$ cat config.mk
export PLATFORM = sky130hd
export DESIGN_NAME = ppa_arbiter
export DESIGN_NICKNAME = d
export VERILOG_FILES = /design/src/rtl/ppa_pkg.sv /design/src/rtl/ppa_sync.sv /design/src/rtl/ppa_arbiter.sv
export VERILOG_INCLUDE_DIRS = /design/src /design/src/rtl
export SDC_FILE = /design/constraint.sdc
export NUM_CORES = 1
export LEC_CHECK = 0
export BUFFER_PORTS_ARGS = -buffer_cell sky130_fd_sc_hd__buf_2
export CORE_MARGIN = 4
export CORE_UTILIZATION = 40
export CTS_BUF_LIST = sky130_fd_sc_hd__clkbuf_8
export DETAILED_ROUTE_END_ITERATION = 16
export SLEW_MARGIN = 20
export SYNTH_ARGS = -nofsm -noshare
export SYNTH_HDL_FRONTEND = slang
export SYNTH_SLANG_ARGS = --single-unit
$ cat constraint.sdc
create_clock -name i_mclk -period 2.9 [get_ports i_mclk]
set_input_delay 0 -clock i_mclk [delete_from_list [all_inputs] [get_ports i_mclk]]
set_output_delay 0 -clock i_mclk [all_outputs]
set_load 0.03 [all_outputs]
$ cat src/rtl/ppa_defines.svh
`ifndef PPA_DEFINES_SVH
`define PPA_DEFINES_SVH

// Clock period of i_mclk in ns (10 MHz).
`define PPA_CLK_PERIOD_NS 100
// Buffer delay between overload clearing early and brownout acting, in ms.
`define PPA_BUF_DELAY_MS 20
// Buffer delay in clock cycles, derived from the time and the clock rate.
`define PPA_BUF_DELAY_CYC ((`PPA_BUF_DELAY_MS * 1000000) / `PPA_CLK_PERIOD_NS)
// Width of the buffer delay counter.
`define PPA_CNT_W 18
// Owner codes, also the reset owner.
`define PPA_OWN_NONE 4'h1
`define PPA_OWN_ARE 4'h2
`define PPA_OWN_EBK 4'h4
`define PPA_OWN_BO 4'h8

`endif

$ cat src/rtl/ppa_pkg.sv
package ppa_pkg;
	typedef enum logic [3:0] {
		PPA_IDLE = 4'h1,
		PPA_AUTO_RESTART = 4'h2,
		PPA_BLANKING = 4'h4,
		PPA_BROWNOUT = 4'h8
	} ppa_owner_t;
endpackage

$ cat src/rtl/ppa_sync.sv
`timescale 1ns/1ns
`default_nettype none

// Two-stage synchroniser for one level from outside the clock domain.
module ppa_sync (
	// Clock and reset
	input wire logic i_mclk,
	input wire logic i_rst,
	// Data
	input wire logic i_d,
	output logic o_q
);
	logic meta_r;

	always_ff @(posedge i_mclk) begin
		if (i_rst) begin
			meta_r <= 1'b0;
			o_q <= 1'b0;
		end else begin
			meta_r <= i_d;
			o_q <= meta_r;
		end
	end
endmodule // ppa_sync

`default_nettype wire

$ cat src/rtl/ppa_arbiter.sv
`timescale 1ns/1ns
`default_nettype none
`include "ppa_defines.svh"

module ppa_arbiter (
	// Clock and reset
	input wire logic i_mclk,
	input wire logic i_rst,
	// Requests from the sense-pin detectors (asynchronous levels)
	input wire logic i_are_req,
	input wire logic i_ebk_req,
	input wire logic i_bo_req,
	input wire logic i_ebk_done,
	input wire logic i_ovl_fault,
	// Arbitration result
	output logic [3:0] o_owner,
	output logic o_are_active,
	output logic o_ebk_active,
	output logic o_ebk_abort,
	output logic o_bo_active,
	output logic o_switch_en
);
	logic are_s, ebk_s, bo_s, done_s, ovl_s;
	ppa_pkg::ppa_owner_t owner_r, owner_nxt;
	logic bo_pend_r;
	logic ovl_early_r;
	logic ebk_end_r;
	logic buf_run_r;
	logic [`PPA_CNT_W-1:0] buf_cnt_r;
	logic buf_done;

	ppa_sync u_sync_are (
		.i_mclk(i_mclk),
		.i_rst(i_rst),
		.i_d(i_are_req),
		.o_q(are_s)
	);
	ppa_sync u_sync_ebk (
		.i_mclk(i_mclk),
		.i_rst(i_rst),
		.i_d(i_ebk_req),
		.o_q(ebk_s)
	);
	ppa_sync u_sync_bo (
		.i_mclk(i_mclk),
		.i_rst(i_rst),
		.i_d(i_bo_req),
		.o_q(bo_s)
	);
	ppa_sync u_sync_done (
		.i_mclk(i_mclk),
		.i_rst(i_rst),
		.i_d(i_ebk_done),
		.o_q(done_s)
	);
	ppa_sync u_sync_ovl (
		.i_mclk(i_mclk),
		.i_rst(i_rst),
		.i_d(i_ovl_fault),
		.o_q(ovl_s)
	);

	assign buf_done = buf_run_r &&
		(buf_cnt_r == `PPA_CNT_W'(`PPA_BUF_DELAY_CYC - 1));

	// Owner selection by order of arrival, except that auto-restart takes over from a running blanking.
	always_comb begin
		owner_nxt = owner_r;
		case (owner_r)
			ppa_pkg::PPA_IDLE: begin
				// Same-cycle arrivals: auto-restart, then brownout, then blanking.
				if (are_s) begin
					owner_nxt = ppa_pkg::PPA_AUTO_RESTART;
				end else if (bo_s) begin
					owner_nxt = ppa_pkg::PPA_BROWNOUT;
				end else if (ebk_s) begin
					owner_nxt = ppa_pkg::PPA_BLANKING;
				end
			end
			ppa_pkg::PPA_AUTO_RESTART: begin
				// Later blanking or brownout requests are ignored.
				if (!are_s) begin
					owner_nxt = ppa_pkg::PPA_IDLE;
				end
			end
			ppa_pkg::PPA_BLANKING: begin
				if (are_s) begin
					owner_nxt = ppa_pkg::PPA_AUTO_RESTART;
				end else if (bo_pend_r && done_s && !ovl_s && !ovl_early_r) begin
					owner_nxt = ppa_pkg::PPA_BROWNOUT;
				end else if (bo_pend_r && ovl_early_r && buf_done &&
					(done_s || ebk_end_r)) begin
					owner_nxt = ppa_pkg::PPA_BROWNOUT;
				end else if (done_s && !bo_pend_r) begin
					owner_nxt = ppa_pkg::PPA_IDLE;
				end else if (!ebk_s && !done_s && !bo_pend_r) begin
					owner_nxt = ppa_pkg::PPA_IDLE;
				end
			end
			ppa_pkg::PPA_BROWNOUT: begin
				// Later auto-restart or blanking requests are ignored.
				if (!bo_s) begin
					owner_nxt = ppa_pkg::PPA_IDLE;
				end
			end
			default: begin
				owner_nxt = ppa_pkg::PPA_IDLE;
			end
		endcase
	end

	always_ff @(posedge i_mclk) begin
		if (i_rst) begin
			owner_r <= ppa_pkg::PPA_IDLE;
		end else begin
			owner_r <= owner_nxt;
		end
	end

	// A brownout arriving during blanking is held until blanking is over.
	always_ff @(posedge i_mclk) begin
		if (i_rst) begin
			bo_pend_r <= 1'b0;
		end else if (owner_r != ppa_pkg::PPA_BLANKING) begin
			bo_pend_r <= 1'b0;
		end else if (bo_s) begin
			bo_pend_r <= 1'b1;
		end else if (done_s) begin
			bo_pend_r <= 1'b0;
		end
	end

	// Overload cleared while blanking still ran with brownout pending.
	always_ff @(posedge i_mclk) begin
		if (i_rst) begin
			ovl_early_r <= 1'b0;
		end else if (owner_r != ppa_pkg::PPA_BLANKING) begin
			ovl_early_r <= 1'b0;
		end else if (bo_pend_r && !ovl_s && !done_s) begin
			ovl_early_r <= 1'b1;
		end
	end

	// The end of blanking is remembered, as the end strobe may be a short
	// pulse and a finished buffer must not cut a running blanking short.
	always_ff @(posedge i_mclk) begin
		if (i_rst) begin
			ebk_end_r <= 1'b0;
		end else if (owner_r != ppa_pkg::PPA_BLANKING) begin
			ebk_end_r <= 1'b0;
		end else if (done_s) begin
			ebk_end_r <= 1'b1;
		end
	end

	// Buffer timer; it runs from the early clear regardless of the blanking
	// end, so the buffer is measured from the moment the fault went away.
	always_ff @(posedge i_mclk) begin
		if (i_rst) begin
			buf_run_r <= 1'b0;
			buf_cnt_r <= '0;
		end else if (!ovl_early_r || owner_r != ppa_pkg::PPA_BLANKING) begin
			buf_run_r <= 1'b0;
			buf_cnt_r <= '0;
		end else if (!buf_done) begin
			buf_run_r <= 1'b1;
			buf_cnt_r <= buf_run_r ? buf_cnt_r + 1'b1 : buf_cnt_r;
		end
	end

	// Outputs are registered from the next owner, so they change on the
	// same edge as the owner register and never lag it.
	always_ff @(posedge i_mclk) begin
		if (i_rst) begin
			o_owner <= `PPA_OWN_NONE;
		end else begin
			o_owner <= owner_nxt;
		end
	end

	always_ff @(posedge i_mclk) begin
		if (i_rst) begin
			o_are_active <= 1'b0;
		end else begin
			o_are_active <= owner_nxt == ppa_pkg::PPA_AUTO_RESTART;
		end
	end

	always_ff @(posedge i_mclk) begin
		if (i_rst) begin
			o_ebk_active <= 1'b0;
		end else begin
			o_ebk_active <= owner_nxt == ppa_pkg::PPA_BLANKING;
		end
	end

	always_ff @(posedge i_mclk) begin
		if (i_rst) begin
			o_ebk_abort <= 1'b0;
		end else begin
			o_ebk_abort <= owner_r == ppa_pkg::PPA_BLANKING &&
				owner_nxt == ppa_pkg::PPA_AUTO_RESTART;
		end
	end

	always_ff @(posedge i_mclk) begin
		if (i_rst) begin
			o_bo_active <= 1'b0;
		end else begin
			o_bo_active <= owner_nxt == ppa_pkg::PPA_BROWNOUT;
		end
	end

	always_ff @(posedge i_mclk) begin
		if (i_rst) begin
			o_switch_en <= 1'b1;
		end else begin
			o_switch_en <= owner_nxt != ppa_pkg::PPA_BROWNOUT;
		end
	end
endmodule // ppa_arbiter

`default_nettype wire

# After elaboration in Yosys (flattened, before gate mapping)
# Cells that the tools add are included.
# word_totals
register_bits,41
input_bits,7
out_inout_bits,9
wordCells,70
# op_classes
addsub,1
eq_ne,10
mux,13
n_bitwise,1
n_reduce_logical,24
# ops
op,n
$mux W4,10
$add A18 B1 Y18 const B,1
$eq A18 B18 Y1 const B,1
$pmux W4 S4,1
$logic_and A1 B1 Y1,13
$eq A4 B2 Y1 const B,2
$eq A4 B3 Y1 const B,2
$eq A4 B4 Y1 const B,2
$logic_not A1 Y1,5
$eq A4 B1 Y1 const B,1
$ne A4 B3 Y1 const B,1
$ne A4 B4 Y1 const B,1
$reduce_or A2 Y1,2
$logic_or A1 B1 Y1,2
$mux W1,2
$reduce_and A2 Y1,1
$reduce_bool A2 Y1,1
$not A1 Y1,1

# Longest topological paths before layout
# depth
word_depth,11
depth_mapped,8

# Cells and area by module
# Synthesis repeated with hierarchy kept, for this count alone.
# hier_totals
hier_cells,194
hier_area_um2,1774.2
# modules_own_cells
module,n_inst,cells_each,area_each_um2,seq_area_each_um2
ppa_arbiter,1,174,1511.4,620.6
ppa_sync,5,4,52.6,40.0

# Worst setup path after synthesis
# OpenSTA, ideal clock, no wires.
# synth_timing
path_kind,reg2reg
from,"reg, netlist name o_owner[0]"
to,reg buf_cnt_r[11]
t_arrival_ns,1.611
t_required_ns,2.784
setup_slack_ns,1.172
stages_incl_launch_ff,9
path_buffers,1
path_cell_list,dfxtp_1 -> buf_2 -> nor4b_2 -> and2_2 -> nand2_2 -> clkinv_1 -> nand2_1 -> a31oi_1 -> a41o_1
# synth_rtl
item,line,text
to (signal assigned),ppa_arbiter.sv:167,buf_cnt_r <= buf_run_r ? buf_cnt_r + 1'b1 : buf_cnt_r;
to (decl),ppa_arbiter.sv:29,logic [`PPA_CNT_W-1:0] buf_cnt_r;

# Worst setup path after layout
# layout_timing
from,reg buf_cnt_r[0]
to,reg buf_cnt_r[16]
# layout_via
elab_chain_len,4
# layout_lines
item
"parallel branches: the longest is 4 deep, another holds $add A18 B1 Y18"
# Parallel ways; which one is timed is not known.
# A chain may end at the register's enable or synchronous reset.

==> results.md <==
- Setup CP Type: reg2reg
- Post-route cell area: 0.001976 mm2
- Cts hold-fix bufs: 5
- Clk pwr share: 0.346
- CTS Buf Count: 5
- I/O pin cnt: 16
- Total GRT Usage: 0.1279
- Setup TNS: 0 ns
- Seq pwr share: 0.598
- Reg clk slew, reported paths: 0.07 ns
- Number of max-cap violations: 0
- Post-synthesis cell type count: 52
- Largest net degree at the start of global routing: 20
- Gpl congestion: 0.8575
- Final setup skew: 0.01009 ns
- Power per cell area: 496.3 mW/mm2
- Worst hold path cell count: 2
- Req. time, crit path: 3.07 ns
- Die Width: 73.92 um
- CTS tree: yes
- Syn avg cell area: 9.709 um2
- Endpoints failing setup: 0
- DRC errors left: 0
- Syn_nets: 187
- DPL Wire Length: 2257 um
- Worst hold path type: in2reg
- Hold slack final: 0.09558 ns
- Largest cells by area after synthesis: dfxtp_1 (47%), nor2b_1 (4.7%), xor2_1 (4.5%), nor2_1 (4.3%), nand3_1 (3.7%)
- Drt via density: 5.263
- Vias in the first global route: 1152
- Critical R2R Launch: buf_cnt_r[0]
- Root buf cell: clkbuf_8
- Synth Instances: 179
- Area Growth Syn to Fin: 13.68%
- R2R cell count: 6
- Biggest register: buf_cnt_r
- Cell Area, Synth: 0.001738 mm2
- Slew Viols, Final: 0
- Internal power: 0.7605 mW
- Detail Route Antenna Nets: 0
- Rows: 23
- H-tree Lvls: 2
- # diodes: 0
- Ys async rst share: 0
- Final design utilization: 0.4835
- Crit share post-route: 0.6674
- EDFF count, synth: 0
- Status: finished clean
- Share of the synthesized area in the top cell type: 0.4723
- Post-CTS Resized: 0
- Internal reg-to-reg setup slack: 0.96 ns
- Sequential fraction of the synthesis area: 0.4723
- Yosys warns: 0
- #FFs+latches synth: 41
- Routed wire length per instance: 12.51 um
- Net switching power: 0.2200 mW
- Unrepaired setup endpoints after global routing: no
- Crit path time final: 1.935 ns
- Final WS setup: 0.9647 ns
- Sw Ratio: 0.2244
- Fraction of layout cells with a size suffix above 1: 0.1692
- Die Area: 0.005463 mm2
- Critical Path Fanout Max: 4
- Starting density of the core: 0.4253
- Worst-Margin Slew: 0.6393 ns
- Data arrival time of the worst path: 2.10 ns
- WHS Endpoint: u_sync_are.meta_r
- Largest regs: buf_cnt_r x18, o_owner x4
- Die height: 73.92 um
- Max reg flops: 18
- Clock Latency Late Sink: 0.29 ns
- Core area: 0.004086 mm2
- I/O Buffers: 15
- DRT iter0 DRCs: 94
- Total wire length: 3139 um
- Achievable frequency: 0.5167 GHz
- GRT overflow: 0
- HP Start: i_rst
- Area after DPL: 0.001846 mm2
- DP Cell Count: 238
- Worst vdd ir: 315.4 uV
- Post-synth top flop: dfxtp_1
- Max transition margin: 0.5699
- TritonCTS Sinks: 41
- Total Power: 0.9805 mW
- First-pass GRT wire length: 5382 um
- Clock buffer depth: 2
- Layout Nets: 208
- Most frequent cells in the layout: dfxtp_1 (41), nor2_1 (20), buf_2 (15)
- Comb power frac: 0.056
- Post-CTS Setup Bufs: 0
- Vias: 1321
- Leakage: 0.6916 nW
- Final hold vios: 0
- Initial antenna violation count: 0
- Reg-to-reg critical path endpoint: buf_cnt_r[16]
- Commonest non-fill, non-tap cell in the layout: dfxtp_1
- Drt pass-1 iters: 4
- Largest area contributor in the netlist: dfxtp_1
- Dpl ws: 1.023 ns
- Critical Path End Type: register
- Finished Layout Cells: 251
- CP Launch Type: register
logic make-up (layout without fill, tap and decap cells):
group | count (synthesis) | after routing | share of synthesized area
compound gates | 31 | 31 | 0.1303
mux | 2 | 2 | 0.01224
xor+xnor | 12 | 12 | 0.06048
fa+ha+maj | 1 | 1 | 0.007198
simple gates | 82 | 82 | 0.2916
buf+inv | 10 | 32 | 0.02591
flops | 41 | 41 | 0.4723
synth_stat cells, types with 2 or more instances:
| cell | instances |
|---|---|
| o21ai_0 | 7 |
| and3_1 | 2 |
| nor2_1 | 20 |
| dfxtp_1 | 41 |
| nor2b_1 | 13 |
| nand2_1 | 8 |
| nor4b_1 | 3 |
| o211ai_1 | 2 |
| o21a_1 | 3 |
| o2111ai_1 | 3 |
| or3_1 | 2 |
| xor2_1 | 9 |
| buf_2 | 3 |
| a21oi_1 | 6 |
| inv_1 | 3 |
| nand3_1 | 13 |
| xnor2_1 | 3 |
| nand4_1 | 3 |
| o41ai_1 | 2 |
per-layer routing:
metal | global-route usage | routed length [um] | share of wire
met1 | 0.1771 | 1596 | 0.51
met2 | 0.1791 | 1368 | 0.44
met3 | 0.03694 | 120 | 0.038
met4 | 0.06640 | 53 | 0.017
met5 | 0 | 0 | 0
worst max-delay path by stage:
stage | startpoint | endpoint | slack [ns]
after floorplan | o_owner[0] | buf_cnt_r[11] | 1.17
final | buf_cnt_r[0] | buf_cnt_r[16] | 0.96
after global routing | buf_cnt_r[0] | buf_cnt_r[14] | 0.77
after detailed placement | buf_cnt_r[0] | buf_cnt_r[16] | 1.02
after global placement | buf_cnt_r[0] | buf_cnt_r[16] | 1.07
after CTS | buf_cnt_r[0] | buf_cnt_r[16] | 1.00
power groups by stage:
stage                     clock network [mW]  registers, mW  logic (mW)
final                                  0.339          0.586      0.0548
after detailed placement                   0          0.599      0.0498
after global routing                   0.376          0.588      0.0605
after floorplan                            0          0.602      0.0338
after global placement                     0          0.598      0.0493
after CTS                              0.352          0.586      0.0551
worst max-delay path, cell delays in order (launching register included):
cell and delay [ns]:
dfxtp_1 0.39, ha_1 0.23, nand4_1 0.25, nor4_1 0.56, nand3_1 0.17, xor2_1 0.17, nor2_1 0.06
area by class of cell:
| type | instances | area (um2) |
|---|---|---|
| Fill cell | 380 | 2111 |
| Clock buffer | 5 | 68.82 |
| Timing Repair Buffer | 20 | 125.1 |
| Multi-Input combinational cell | 128 | 872.1 |
| Tap cell | 50 | 62.56 |
| Clock inverter | 3 | 11.26 |
| Inverter | 4 | 15.01 |
| Sequential cell | 41 | 820.8 |
Power figures use the tool's default switching activity.
